## src/core/tmc_pkg.sv

```systemverilog
package tmc_pkg;

  // ==========================================================
  // register map
  localparam logic [7:0] ADDR_CNT_CFG  = 8'h00;
  localparam logic [7:0] ADDR_MODE_CFG = 8'h04;
  localparam logic [7:0] ADDR_CTRL     = 8'h08;
  localparam logic [7:0] ADDR_EVENT    = 8'h0c;
  localparam logic [7:0] ADDR_RELOAD   = 8'h10;
  localparam logic [7:0] ADDR_COUNT    = 8'h14;
  localparam logic [7:0] ADDR_IRQ_STAT = 8'h18;
  localparam logic [7:0] ADDR_IRQ_MASK = 8'h1c;

  // ==========================================================
  // field positions
  localparam int DIR_BIT        = 24;
  localparam int ALIGN_LSB      = 16;
  localparam int DIV_LSB        = 8;
  localparam int IRQ_RESTR_BIT  = 1;
  localparam int UEV_SUPPR_BIT  = 0;
  localparam int SPM_BIT        = 24;
  localparam int MSRC_LSB       = 16;
  localparam int SLAVE_LSB      = 8;
  localparam int SYNC_BIT       = 0;
  localparam int RUN_BIT        = 0;
  localparam int UG_BIT         = 0;

  // ==========================================================
  // reset values
  localparam logic [31:0] CNT_CFG_RST  = 32'h0000_0000;
  localparam logic [31:0] MODE_CFG_RST = 32'h0000_0000;
  localparam logic [15:0] RELOAD_RST   = 16'hffff;
  localparam logic [3:0]  IRQ_RST      = 4'h0;

  // interrupt status bits
  localparam int IRQ_UPD  = 0;
  localparam int IRQ_OVF  = 1;
  localparam int IRQ_RLD  = 2;
  localparam int IRQ_TRG  = 3;

  // master trigger delay in timer clocks when sync enabled
  localparam int SYNC_DELAY_CYC = 1;

  typedef enum logic [1:0] {
    ALIGN_EDGE = 2'b00,
    ALIGN_CTR1 = 2'b01,
    ALIGN_CTR2 = 2'b10,
    ALIGN_CTR3 = 2'b11
  } tmc_align_e;

  typedef enum logic [2:0] {
    SLV_OFF     = 3'b000,
    SLV_QUAD1   = 3'b001,
    SLV_QUAD2   = 3'b010,
    SLV_QUAD3   = 3'b011,
    SLV_RESTART = 3'b100,
    SLV_PAUSE   = 3'b101,
    SLV_TRIGGER = 3'b110,
    SLV_EXTCLK  = 3'b111
  } tmc_slave_e;

  typedef struct packed {
    logic       dir;
    tmc_align_e align;
    logic [1:0] div;
    logic       irq_restrict;
    logic       uev_suppress;
  } tmc_cnt_cfg_s;

  typedef struct packed {
    logic       single_pulse;
    logic [2:0] master_src;
    tmc_slave_e slave_sel;
    logic       sync_en;
  } tmc_mode_cfg_s;

endpackage

```

## src/core/tmc_core.sv

```systemverilog
// Behaviour
// - edge mode: dir 0 up, 1 down
// - dir read-only in center or quadrature
// - mode 00 edge-aligned, direction from bit
// - mode 01 compare flags only counting down
// - mode 10 compare flags only counting up
// - mode 11 compare flags both directions
// - divider 1, 2, 4; 11 reserved
// - input filters sample on every CE_IN clock, not the divided one
// - all update sources raise request normally
// - restrict bit: only overflow raises request
// - update event from overflow, software, slave
// - suppress update, still reinit on ug/restart
// - single pulse clear: keep counting at update
// - single pulse: stop, clear enable at update
// - master source selects trigger output
// - slave mode 000 internal clock, 001-011 quadrature, 100 restart, 101 gated, 110 trigger, 111 external clock
// - sync enable delays master trigger output
//
// Local design decision: the plain strobed port.
`timescale 1ns/1ps
`default_nettype none

module tmc_core #(
  parameter int CNT_W = 16
) (
  // clock and reset
  input  wire logic        CLK_IN,
  input  wire logic        NRST_IN,
  input  wire logic        CE_IN,
  // register port
  input  wire logic [7:0]  ADDR_IN,
  input  wire logic [31:0] WDATA_IN,
  input  wire logic        WR_IN,
  input  wire logic        RD_IN,
  output logic      [31:0] RDATA_OUT,
  // slave trigger and channel inputs
  input  wire logic        STI_IN,
  input  wire logic        TI0_IN,
  input  wire logic        TI1_IN,
  input  wire logic        CH0_CC_IN,
  input  wire logic [3:0]  CH_OREF_IN,
  // outputs
  output logic             MTO_OUT,
  output logic             DTS_EN_OUT,
  output logic             CMP_WIN_OUT,
  output logic             UPDATE_OUT,
  output logic             UPD_REQ_OUT,
  output logic             IRQ_OUT
);

  // ==========================================================
  // pin synchronisers
  logic [2:0] sti_s, ti0_s, ti1_s;
  logic       slave_trigger_input, ti0, ti1;
  always_ff @(posedge CLK_IN) begin
    if (!NRST_IN) begin
      sti_s <= 3'h0;
      ti0_s <= 3'h0;
      ti1_s <= 3'h0;
      slave_trigger_input   <= 1'b0;
      ti0   <= 1'b0;
      ti1   <= 1'b0;
    end else if (CE_IN) begin
      sti_s <= {sti_s[1:0], STI_IN};
      ti0_s <= {ti0_s[1:0], TI0_IN};
      ti1_s <= {ti1_s[1:0], TI1_IN};
      if (sti_s[1] == sti_s[2]) slave_trigger_input <= sti_s[2];
      if (ti0_s[1] == ti0_s[2]) ti0 <= ti0_s[2];
      if (ti1_s[1] == ti1_s[2]) ti1 <= ti1_s[2];
    end
  end

  logic sti_d, ti0_d, ti1_d;
  always_ff @(posedge CLK_IN) begin
    if (!NRST_IN) begin
      sti_d <= 1'b0;
      ti0_d <= 1'b0;
      ti1_d <= 1'b0;
    end else if (CE_IN) begin
      sti_d <= slave_trigger_input;
      ti0_d <= ti0;
      ti1_d <= ti1;
    end
  end
  wire logic sti_rise = slave_trigger_input & ~sti_d;
  wire logic ti0_edge = ti0 ^ ti0_d;
  wire logic ti1_edge = ti1 ^ ti1_d;

  // ==========================================================
  // registers
  tmc_pkg::tmc_cnt_cfg_s  cnt_cfg;
  tmc_pkg::tmc_mode_cfg_s mode_cfg;
  logic             run;
  logic [CNT_W-1:0] reload;
  logic [CNT_W-1:0] count;
  logic             hw_dir;
  logic [3:0]       irq_stat;
  logic [3:0]       irq_mask;

  wire logic wr_cnt  = WR_IN && ADDR_IN == tmc_pkg::ADDR_CNT_CFG;
  wire logic wr_mode = WR_IN && ADDR_IN == tmc_pkg::ADDR_MODE_CFG;
  wire logic wr_ctrl = WR_IN && ADDR_IN == tmc_pkg::ADDR_CTRL;
  wire logic sw_ug   = WR_IN && ADDR_IN == tmc_pkg::ADDR_EVENT
                       && WDATA_IN[tmc_pkg::UG_BIT];

  wire logic center = cnt_cfg.align != tmc_pkg::ALIGN_EDGE;
  wire logic quad   = mode_cfg.slave_sel == tmc_pkg::SLV_QUAD1
                   || mode_cfg.slave_sel == tmc_pkg::SLV_QUAD2
                   || mode_cfg.slave_sel == tmc_pkg::SLV_QUAD3;
  wire logic dir_ro = center | quad;

  always_ff @(posedge CLK_IN) begin
    if (!NRST_IN) begin
      cnt_cfg.dir          <= tmc_pkg::CNT_CFG_RST[tmc_pkg::DIR_BIT];
      cnt_cfg.align        <= tmc_pkg::tmc_align_e'(
          tmc_pkg::CNT_CFG_RST[tmc_pkg::ALIGN_LSB +: 2]);
      cnt_cfg.div          <= tmc_pkg::CNT_CFG_RST[tmc_pkg::DIV_LSB +: 2];
      cnt_cfg.irq_restrict <= tmc_pkg::CNT_CFG_RST[tmc_pkg::IRQ_RESTR_BIT];
      cnt_cfg.uev_suppress <= tmc_pkg::CNT_CFG_RST[tmc_pkg::UEV_SUPPR_BIT];
    end else if (CE_IN && wr_cnt) begin
      if (!dir_ro) cnt_cfg.dir <= WDATA_IN[tmc_pkg::DIR_BIT];
      cnt_cfg.align <= tmc_pkg::tmc_align_e'(
                         WDATA_IN[tmc_pkg::ALIGN_LSB +: 2]);
      cnt_cfg.div <= WDATA_IN[tmc_pkg::DIV_LSB +: 2];
      cnt_cfg.irq_restrict <= WDATA_IN[tmc_pkg::IRQ_RESTR_BIT];
      cnt_cfg.uev_suppress <= WDATA_IN[tmc_pkg::UEV_SUPPR_BIT];
    end
  end

  always_ff @(posedge CLK_IN) begin
    if (!NRST_IN) begin
      mode_cfg.single_pulse <= tmc_pkg::MODE_CFG_RST[tmc_pkg::SPM_BIT];
      mode_cfg.master_src   <= tmc_pkg::MODE_CFG_RST[tmc_pkg::MSRC_LSB +: 3];
      mode_cfg.slave_sel    <= tmc_pkg::tmc_slave_e'(
          tmc_pkg::MODE_CFG_RST[tmc_pkg::SLAVE_LSB +: 3]);
      mode_cfg.sync_en      <= tmc_pkg::MODE_CFG_RST[tmc_pkg::SYNC_BIT];
    end else if (CE_IN && wr_mode) begin
      mode_cfg.single_pulse <= WDATA_IN[tmc_pkg::SPM_BIT];
      mode_cfg.master_src   <= WDATA_IN[tmc_pkg::MSRC_LSB +: 3];
      mode_cfg.slave_sel    <= tmc_pkg::tmc_slave_e'(
                                 WDATA_IN[tmc_pkg::SLAVE_LSB +: 3]);
      mode_cfg.sync_en      <= WDATA_IN[tmc_pkg::SYNC_BIT];
    end
  end

  always_ff @(posedge CLK_IN) begin
    if (!NRST_IN) begin
      reload <= CNT_W'(tmc_pkg::RELOAD_RST);
    end else if (CE_IN && WR_IN && ADDR_IN == tmc_pkg::ADDR_RELOAD) begin
      reload <= WDATA_IN[CNT_W-1:0];
    end
  end

  // ==========================================================
  // dead-time sample clock enable; the input filters run on CE_IN
  logic [1:0] div_cnt;
  logic       dts_tick;
  always_comb begin
    case (cnt_cfg.div)
      2'b00:   dts_tick = 1'b1;
      2'b01:   dts_tick = div_cnt[0];
      2'b10:   dts_tick = &div_cnt;
      default: dts_tick = 1'b1;
    endcase
  end
  always_ff @(posedge CLK_IN) begin
    if (!NRST_IN) begin
      div_cnt    <= 2'h0;
      DTS_EN_OUT <= 1'b0;
    end else if (CE_IN) begin
      div_cnt    <= div_cnt + 2'h1;
      DTS_EN_OUT <= dts_tick;
    end
  end

  // ==========================================================
  // count clocking from slave mode
  logic cnt_tick;
  logic quad_up;
  always_comb begin
    quad_up = 1'b0;
    case (mode_cfg.slave_sel)
      tmc_pkg::SLV_OFF:    cnt_tick = run;
      tmc_pkg::SLV_QUAD1: begin
        cnt_tick = run & ti0_edge;
        quad_up  = ti0 ^ ti1;
      end
      tmc_pkg::SLV_QUAD2: begin
        cnt_tick = run & ti1_edge;
        quad_up  = ~(ti0 ^ ti1);
      end
      tmc_pkg::SLV_QUAD3: begin
        cnt_tick = run & (ti0_edge | ti1_edge);
        quad_up  = ti0_edge ? (ti0 ^ ti1) : ~(ti0 ^ ti1);
      end
      tmc_pkg::SLV_PAUSE:  cnt_tick = run & slave_trigger_input;
      tmc_pkg::SLV_EXTCLK: cnt_tick = run & sti_rise;
      default:             cnt_tick = run;
    endcase
  end
  wire logic hw_restart = mode_cfg.slave_sel == tmc_pkg::SLV_RESTART
                          && sti_rise;
  wire logic trg_start  = mode_cfg.slave_sel == tmc_pkg::SLV_TRIGGER
                          && sti_rise;

  // ==========================================================
  // counter
  wire logic up = center ? ~hw_dir : (quad ? quad_up : ~cnt_cfg.dir);
  wire logic at_top = count == reload;
  wire logic at_bot = count == '0;
  wire logic ovf    = cnt_tick && (up ? at_top : at_bot);
  // reload happens even while the update event is suppressed
  wire logic reinit = sw_ug | hw_restart;

  always_ff @(posedge CLK_IN) begin
    if (!NRST_IN) begin
      count  <= '0;
      hw_dir <= 1'b0;
    end else if (CE_IN) begin
      if (reinit) begin
        count  <= up ? '0 : reload;
        hw_dir <= cnt_cfg.dir;
      end else if (cnt_tick) begin
        if (center) begin
          if (!hw_dir && at_top) begin
            hw_dir <= 1'b1;
            count  <= count - 1'b1;
          end else if (hw_dir && at_bot) begin
            hw_dir <= 1'b0;
            count  <= count + 1'b1;
          end else begin
            count  <= hw_dir ? count - 1'b1 : count + 1'b1;
          end
        end else if (up) begin
          count <= at_top ? '0 : count + 1'b1;
        end else begin
          count <= at_bot ? reload : count - 1'b1;
        end
        if (!center && quad) hw_dir <= ~quad_up;
        else if (!center) hw_dir <= cnt_cfg.dir;
      end
    end
  end

  // ==========================================================
  // update event and request
  wire logic uev = !cnt_cfg.uev_suppress
                   && (ovf | sw_ug | hw_restart);
  wire logic ureq = uev && (!cnt_cfg.irq_restrict
                   || ovf);

  // run enable; single pulse stops it on the update event
  always_ff @(posedge CLK_IN) begin
    if (!NRST_IN) begin
      run <= 1'b0;
    end else if (CE_IN) begin
      if (mode_cfg.single_pulse && uev) run <= 1'b0;
      else if (wr_ctrl) run <= WDATA_IN[tmc_pkg::RUN_BIT];
      else if (trg_start) run <= 1'b1;
    end
  end

  // compare window by alignment mode
  logic cmp_win;
  always_comb begin
    case (cnt_cfg.align)
      tmc_pkg::ALIGN_CTR1: cmp_win = hw_dir;
      tmc_pkg::ALIGN_CTR2: cmp_win = ~hw_dir;
      tmc_pkg::ALIGN_CTR3: cmp_win = 1'b1;
      default:             cmp_win = 1'b1;
    endcase
  end

  // ==========================================================
  // master trigger output
  logic mto_src;
  always_comb begin
    case (mode_cfg.master_src)
      3'b000:  mto_src = sw_ug | hw_restart;
      3'b001:  mto_src = run;
      3'b010:  mto_src = uev;
      3'b011:  mto_src = CH0_CC_IN;
      3'b100:  mto_src = CH_OREF_IN[0];
      3'b101:  mto_src = CH_OREF_IN[1];
      3'b110:  mto_src = CH_OREF_IN[2];
      default: mto_src = CH_OREF_IN[3];
    endcase
  end
  // delay line lets a synchronised slave line up with the master
  logic [tmc_pkg::SYNC_DELAY_CYC-1:0] mto_dly;
  logic [tmc_pkg::SYNC_DELAY_CYC:0]   next_mto_dly;
  assign next_mto_dly = {mto_dly, mto_src};
  always_ff @(posedge CLK_IN) begin
    if (!NRST_IN) begin
      mto_dly <= '0;
      MTO_OUT <= 1'b0;
    end else if (CE_IN) begin
      mto_dly <= next_mto_dly[tmc_pkg::SYNC_DELAY_CYC-1:0];
      MTO_OUT <= mode_cfg.sync_en
                 ? mto_dly[tmc_pkg::SYNC_DELAY_CYC-1] : mto_src;
    end
  end

  // ==========================================================
  // event outputs and interrupts
  wire logic [3:0] irq_set = {trg_start, reinit, ovf, ureq};
  always_ff @(posedge CLK_IN) begin
    if (!NRST_IN) begin
      irq_stat <= tmc_pkg::IRQ_RST;
      irq_mask <= tmc_pkg::IRQ_RST;
    end else if (CE_IN) begin
      if (WR_IN && ADDR_IN == tmc_pkg::ADDR_IRQ_MASK)
        irq_mask <= WDATA_IN[3:0];
      // a new event wins over a clear in the same cycle
      if (WR_IN && ADDR_IN == tmc_pkg::ADDR_IRQ_STAT)
        irq_stat <= (irq_stat & ~WDATA_IN[3:0]) | irq_set;
      else
        irq_stat <= irq_stat | irq_set;
    end
  end

  always_ff @(posedge CLK_IN) begin
    if (!NRST_IN) begin
      UPDATE_OUT  <= 1'b0;
      UPD_REQ_OUT <= 1'b0;
      CMP_WIN_OUT <= 1'b0;
      IRQ_OUT     <= 1'b0;
    end else if (CE_IN) begin
      UPDATE_OUT  <= uev;
      UPD_REQ_OUT <= ureq;
      CMP_WIN_OUT <= cmp_win;
      IRQ_OUT     <= |((irq_stat | irq_set) & irq_mask);
    end
  end

  // ==========================================================
  // read port
  always_ff @(posedge CLK_IN) begin
    if (!NRST_IN) begin
      RDATA_OUT <= 32'h0000_0000;
    end else if (CE_IN) begin
      RDATA_OUT <= 32'h0000_0000;
      if (RD_IN) begin
        case (ADDR_IN)
          tmc_pkg::ADDR_CNT_CFG: begin
            // read-only direction shows what the counter really does
            RDATA_OUT[tmc_pkg::DIR_BIT] <= dir_ro ? hw_dir
                                           : cnt_cfg.dir;
            RDATA_OUT[tmc_pkg::ALIGN_LSB +: 2] <= cnt_cfg.align;
            RDATA_OUT[tmc_pkg::DIV_LSB +: 2]   <= cnt_cfg.div;
            RDATA_OUT[tmc_pkg::IRQ_RESTR_BIT]  <= cnt_cfg.irq_restrict;
            RDATA_OUT[tmc_pkg::UEV_SUPPR_BIT]  <= cnt_cfg.uev_suppress;
          end
          tmc_pkg::ADDR_MODE_CFG: begin
            RDATA_OUT[tmc_pkg::SPM_BIT]        <= mode_cfg.single_pulse;
            RDATA_OUT[tmc_pkg::MSRC_LSB +: 3]  <= mode_cfg.master_src;
            RDATA_OUT[tmc_pkg::SLAVE_LSB +: 3] <= mode_cfg.slave_sel;
            RDATA_OUT[tmc_pkg::SYNC_BIT]       <= mode_cfg.sync_en;
          end
          tmc_pkg::ADDR_CTRL:     RDATA_OUT[tmc_pkg::RUN_BIT] <= run;
          tmc_pkg::ADDR_RELOAD:   RDATA_OUT[CNT_W-1:0] <= reload;
          tmc_pkg::ADDR_COUNT:    RDATA_OUT[CNT_W-1:0] <= count;
          tmc_pkg::ADDR_IRQ_STAT: RDATA_OUT[3:0] <= irq_stat;
          tmc_pkg::ADDR_IRQ_MASK: RDATA_OUT[3:0] <= irq_mask;
          default:                RDATA_OUT <= 32'h0000_0000;
        endcase
      end
    end
  end

endmodule

`default_nettype wire

```

## config.mk

```make
export PLATFORM = sky130hd
export DESIGN_NAME = tmc_core
export DESIGN_NICKNAME = d
export VERILOG_FILES = /design/src/core/tmc_pkg.sv /design/src/core/tmc_core.sv
export SDC_FILE = /design/constraint.sdc
export NUM_CORES = 1
export LEC_CHECK = 0
export BUFFER_PORTS_ARGS = -buffer_cell sky130_fd_sc_hd__buf_2
export CORE_MARGIN = 3
export CORE_UTILIZATION = 45
export CTS_CLUSTER_DIAMETER = 30
export CTS_CLUSTER_SIZE = 20
export DETAILED_ROUTE_END_ITERATION = 7
export PLACE_DENSITY = 0.75
export SETUP_SLACK_MARGIN = 0.02
export SKIP_CTS_REPAIR_TIMING = 1
export SYNTH_ARGS = -nofsm -noshare
export SYNTH_HDL_FRONTEND = slang
export SYNTH_SLANG_ARGS = --single-unit
```

## constraint.sdc

```tcl
create_clock -name CLK_IN -period 2.7 [get_ports CLK_IN]
set_input_delay 0.405 -clock CLK_IN [delete_from_list [all_inputs] [get_ports CLK_IN]]
set_output_delay 0.405 -clock CLK_IN [all_outputs]
set_load 0.005 [all_outputs]
```

==> flow_summary.yaml, run 1 <==
power_and_ir_drop:
  switchingPower_mw: 0.8069
  leakagePower_nw: 3.088
  pwr-share-clk_pct: 44.5
  irDropWorstVdd_mv: 0.3873
  power_density_nw_per_um2: 418.1
  comb_power_share_pct: 6.0
  p_int_mw: 2.236
  pwr-share-seq_pct: 49.5
  power.share.switching_pct: 26.52
global_route:
  grt_max_degree: 55
  grt_overflow: 0
  track_usage_pct: 25.29
  grt_pass1_wl_um: 29610
  grt_pass1_vias: 5609
  antenna_found_initial: 0
route:
  avgViaCountPerCell: 5.972
  drc: 0
  antenna_left: 0
  drt_iter0_markers: 742
  vias: 6175
  wl_um: 19000
  first_pass_iters: 6
  post_drt_wl_per_cell_um: 18.38
floorplanning:
  io_pins: 91
  die_height_um: 121.8
  start_util_pct: 46.89
  fp-row-count: 41
  die_w_um: 121.8
  dieArea_sq_um: 14840
  coreArea_sq_um: 12880
layout:
  drive_above_1_share_pct: 22.97
  final_nets: 919
  antenna_cells: 0
  synthToLayoutAreaGrowth_pct: 20.56
  final_area_sq_um: 7278
synth:
  synth-seq-cells: 101
  synth_warnings: 0
  syn_area_sq_um: 6037
  synth-seq-area-share_pct: 33.49
  avgSynthCellArea_sq_um: 7.881
  async_reset_ff_share_pct: 0
  ys.flop_type: "dfxtp_1"
  netlist_instances: 766
  synth.distinct_cells: 77
  synth_edf_count: 0
place:
  place_area_sq_um: 6814
  dp_hpwl_um: 13750
  gp_congestion: 0.9802
  portBuffers: 66
worst_setup_path:
  crit_required_ps: 2960
  rr_worst_depth: 9
  cp-end-kind: "flop"
  crit_type: "flop to flop"
  critPathArrivalTime_ps: 2960
  setup.worst_path.start_class: "flop"
  crit_fanout: 5
sta:
  finClkSkew_ps: 8.253
  final_hold_viol_count: 0
  fin_crit_sh_pct: 99.75
  maxSlewViolCount: 0
  max_freq_mhz: 371.3
  fin_crit_ps: 2693
  finalSetupViolCount: 0
  worst_pin_slew_ps: 618.2
  slew_headroom_pct: 58.79
  setup_tns_ps: 0
  rsz0062_at_grt: "yes"
job:
  cap_violations: 0
cts:
  cts_inserted_buffers: 9
  insertion_delay_ps: 360
  htree_num_levels: 3
  cts_sinks: 101
  ctsRootBufferMaster: "clkbuf_16"
  clkTransAtPathRegs_ps: 80
  cts_tree: "done"
  clockBufferDepth: 2
status:
  outcome: "completed"
hold_path:
  min_path_type: "input port to flop"
  whs_path_depth: 3
-- power by group through the flow --
| stage | Sequential [mW] | Combinational (mW) | Clock [mW] |
|---|---|---|---|
| final | 1.51 | 0.183 | 1.35 |
| after global routing | 1.51 | 0.199 | 1.43 |
| after global placement | 1.54 | 0.178 | 0 |
| after detailed placement | 1.54 | 0.180 | 0 |
| after CTS | 1.51 | 0.180 | 1.38 |
| after floorplan | 1.54 | 0.118 | 0 |
-- cell type report --
type | count | area (sq um)
tap | 172 | 215.2
fill | 1201 | 5598
inverter | 22 | 82.58
clock buffer | 9 | 225.2
timing repair buffer | 138 | 885.9
clock inverter | 7 | 86.33
sequential | 101 | 2026
multi-input combinational | 585 | 3757
-- placed cells by master, fill, tap and decap left out, types with 5 or more instances in the layout --
cell type   n
mux2_2      7
mux2i_1    45
clkbuf_16   9
xor2_1     22
nor2_1     96
o211ai_1   10
nor4_1     10
nand4_1    11
conb_1     12
o22ai_1     5
inv_1      17
and2_1      5
nand3_1    33
a21oi_1    55
nor3_1     13
a31oi_1    14
ha_1        8
buf_2      66
buf_4      68
and3_1     11
mux4_2      5
xnor2_1    10
dfxtp_1    98
nand2_1    84
o21ai_0    31
-- kinds of logic (layout without fill, tap and decap cells) --
family / after synthesis / count (layout) / synth area share [%]
flops: 101 / 101 / 33.49
simple gates: 287 / 287 / 21.74
compound gates: 187 / 187 / 20.54
mux: 57 / 57 / 10.63
xor+xnor: 33 / 33 / 4.787
other cells: 1 / 12 / 0.06212
fa+ha+maj: 9 / 9 / 1.865
buf+inv: 91 / 176 / 6.881
-- sequential cells by signal, summed over array words and instances (netlist names), 2 cells and up --
| name | flops |
|---|---|
| sti_s | 3 |
| div_cnt | 2 |
| reload | 16 |
| RDATA_OUT | 20 |
| ti0_s | 3 |
| irq_mask | 4 |
| ti1_s | 3 |
| mode_cfg | 8 |
| irq_stat | 4 |
| cnt_cfg | 7 |
| count | 16 |
-- metal layers --
| metal | part of all wire, % | track usage [%] | vias to the layer above | wire length [um] |
|---|---|---|---|---|
| met5 | 0 | 0 | - | 0 |
| met4 | 2.6 | 8.333 | 0 | 502 |
| met3 | 9.9 | 6.407 | 51 | 1890 |
| met2 | 44 | 37.67 | 346 | 8377 |
| met1 | 43 | 35.78 | 2862 | 8231 |
| li1 | - | - | 2916 | - |
-- worst max-delay path, cell delays in order, from the launching register on --
cell	delay, ps
dfxtp_2	330
inv_2	80
ha_4	130
or4b_4	460
or4_4	640
nor2_4	190
a211oi_4	80
and3_1	200
o32a_1	310
and3_1	170
-- synth_stat cells, drive strengths merged (4+ instances only) --
| master | n | share of area (%) |
|---|---|---|
| a211oi | 4 | 0.50 |
| a21o | 4 | 0.50 |
| a21oi | 57 | 4.9 |
| a22oi | 4 | 0.50 |
| a31oi | 14 | 1.5 |
| and2 | 6 | 0.66 |
| and3 | 11 | 1.1 |
| buf | 22 | 2.6 |
| clkbuf | 47 | 2.9 |
| dfxtp | 101 | 33 |
| ha | 9 | 1.9 |
| inv | 20 | 1.2 |
| mux2 | 7 | 1.3 |
| mux2i | 45 | 7.5 |
| mux4 | 5 | 1.9 |
| nand2 | 86 | 5.4 |
| nand3 | 33 | 2.7 |
| nand4 | 11 | 1.1 |
| nor2 | 97 | 6.1 |
| nor3 | 14 | 1.2 |
| nor4 | 12 | 1.2 |
| o211ai | 10 | 1.2 |
| o21ai | 36 | 3.2 |
| o22ai | 7 | 0.73 |
| o32ai | 4 | 0.58 |
| or4 | 5 | 0.75 |
| xnor2 | 10 | 1.5 |
| xor2 | 23 | 3.3 |
-- stage by stage --
stage	power (mW)	std cells	hold slack (ps)	setup slack, ps	utilization (%)
floorplan	1.659	777	442.9	-10.63	-
global placement	1.720	1013	448.4	89.48	52.92
detailed placement	1.722	1013	452.0	53.85	52.92
CTS	3.067	1029	237.2	35.62	55.34
global route	3.140	1034	248.7	-46.42	56.53
finish	3.043	1034	246.8	6.773	56.53
-- path summary, 6_finish.rpt --
| path | start | to | slack [ps] |
|---|---|---|---|
| worst max-delay path | count[0] | count[13] | 7 |
| worst max register to register | count[0] | count[13] | 7 |
| worst min-delay path | WDATA_IN[15] | reload[15] | 250 |
| worst min register to register | RDATA_OUT[24] | RDATA_OUT[24] | 460 |
No activity file was read; power rests on OpenSTA's default activity.
==> run 2: changes to the inputs <==
CAP_MARGIN = 0   (was unset)
REMOVE_ABC_BUFFERS = 1   (was unset)
==> run 2 against run 1 <==
Compared with the run above: the run now ends with setup timing left; critical path depth stayed put; total power is 6.0% higher; clock skew is 4.1 ps higher; utilization is 1.8 points higher; clock power is 13% higher; sequential share of layout area is 0.90 points lower; sequential cell count stayed put; critical path type unchanged; highest routed layer unchanged.
==> flow_summary.yaml, run 2 (synthesis gave the netlist of run 1 again) <==
power_and_ir_drop:
  power_density_nw_per_um2: 429.6
  finalPower_mw: 3.227
  leakagePower_nw: 3.244
  irDropWorstVdd_mv: 0.4073
layout:
  antenna_cells: 0
  fillCellCount: 1180
  layout_common_cells: "100 x dfxtp_1, 95 x nor2_1, 94 x buf_4, 85 x nand2_1, 66 x buf_2"
  final_nets: 946
  layout_commonest_cell: "dfxtp_1"
  top_register: "RDATA_OUT"
  final_util_pct: 58.33
  final_cells: 1061
  drive_above_1_share_pct: 25.08
  reg_top3: "RDATA_OUT: 20 flops, count: 16 flops, reload: 16 flops"
  synthToLayoutAreaGrowth_pct: 24.41
  largest_register_ffs: 20
status:
  violations: "setup timing"
  outcome: "complete, but fails checks"
cts:
  insertion_delay_ps: 370
  clkTransAtPathRegs_ps: 80
  cts_inserted_buffers: 9
  cts_sinks: 101
  htree_num_levels: 3
  cts_tree: "done"
  clockBufferDepth: 2
  ctsRootBufferMaster: "clkbuf_16"
sta:
  fin_crit_sh_pct: 101.0
  finalSetupViolCount: 2
  finalWorstSetupSlack_ps: -26.45
  fin_crit_ps: 2726
  setup_tns_ps: -40.60
  max_freq_mhz: 366.8
  finClkSkew_ps: 12.36
  maxSlewViolCount: 0
  slew_headroom_pct: 61.88
  rsz0062_at_grt: "yes"
  final_hold_viol_count: 0
  worst_pin_slew_ps: 566.6
place:
  dp_hpwl_um: 14040
  portBuffers: 66
  gp_congestion: 1.042
  dpl.cell_count: 1039
floorplanning:
  die_height_um: 121.8
  start_util_pct: 46.89
  die_w_um: 121.8
  fp-row-count: 41
  io_pins: 91
  dieArea_sq_um: 14840
  coreArea_sq_um: 12880
route:
  first_pass_iters: 5
  vias: 6345
  avgViaCountPerCell: 5.980
  antenna_left: 0
  wl_um: 19990
  post_drt_wl_per_cell_um: 18.84
  drt_iter0_markers: 688
  drc: 0
global_route:
  grt_pass1_vias: 6005
  grt_pass1_wl_um: 31100
  antenna_found_initial: 0
  track_usage_pct: 26.91
  grt_overflow: 0
  grt_max_degree: 42
hold_path:
  min_path_type: "input port to flop"
worst_setup_path:
  crit_type: "flop to flop"
  crit_required_ps: 2960
  setup.worst_path.start_class: "flop"
  critPathArrivalTime_ps: 2990
  cp-end-kind: "flop"
  crit_fanout: 4
  rrSetupSlack_ps: -30
job:
  cap_violations: 0
[run 2: cell count changes in the layout (fill, tap and decap cells not counted), sizes merged]
cell / previous run / this run
buf: 138 / 164
bufinv: 0 / 2
inv: 24 / 22
o21ai: 36 / 37
[run 2: layer usage]
metal | up-vias | GRT usage (%) | routed length (um)
met5 | - | 0 | 0
li1 | 2973 | - | -
met4 | 0 | 12.32 | 787
met3 | 68 | 6.128 | 1872
met2 | 347 | 42.09 | 8969
met1 | 2957 | 35.40 | 8356
[run 2: stage by stage]
step / setup slack [ps] / hold slack, ps / area [sq um]
4_1_cts: -86.02 / 233.8 / 7343
6_report: -26.45 / 242.9 / 7511
3_3_place_gp: -16.41 / 438.7 / 6989
5_1_grt: -99.79 / 245.6 / 7511
3_5_place_dp: -57.50 / 453.2 / 6989
2_1_floorplan: -533.4 / 441.9 / 5746
[run 2: area by class of cell]
class	count	area (sq um)	share of cell area (%)
timing repair buffer	164	1081	14.39
sequential	101	2023	26.94
inverter	22	82.58	1.099
multi-input combinational	586	3755	49.99
clock inverter	7	128.9	1.716
tap	172	215.2	2.865
clock buffer	9	225.2	2.999
[run 2: worst max-delay path: stages (launching register included)]
cell      delay [ps]
dfxtp_2          330
inv_2             70
ha_4             130
or4b_4           450
or4_4            610
nor2_2           160
a211oi_2         100
buf_4            160
a32o_1           250
a311o_1          340
[run 2: path summary, 6_finish.rpt]
check                     from      endpoint  depth (start not counted)
setup / recovery      count[1]      count[8]                          9
hold / removal     WDATA_IN[5]     reload[5]                          3
setup reg to reg      count[1]      count[8]                          9
hold reg to reg   RDATA_OUT[3]  RDATA_OUT[3]                          2
[run 2: power by group]
part           internal, mW  total (mW)  leakage [nW]  switching [mW]
Combinational        0.0683       0.189          2.26           0.121
Clock                 0.847        1.53         0.170           0.684
Sequential             1.50        1.51         0.817         0.00763
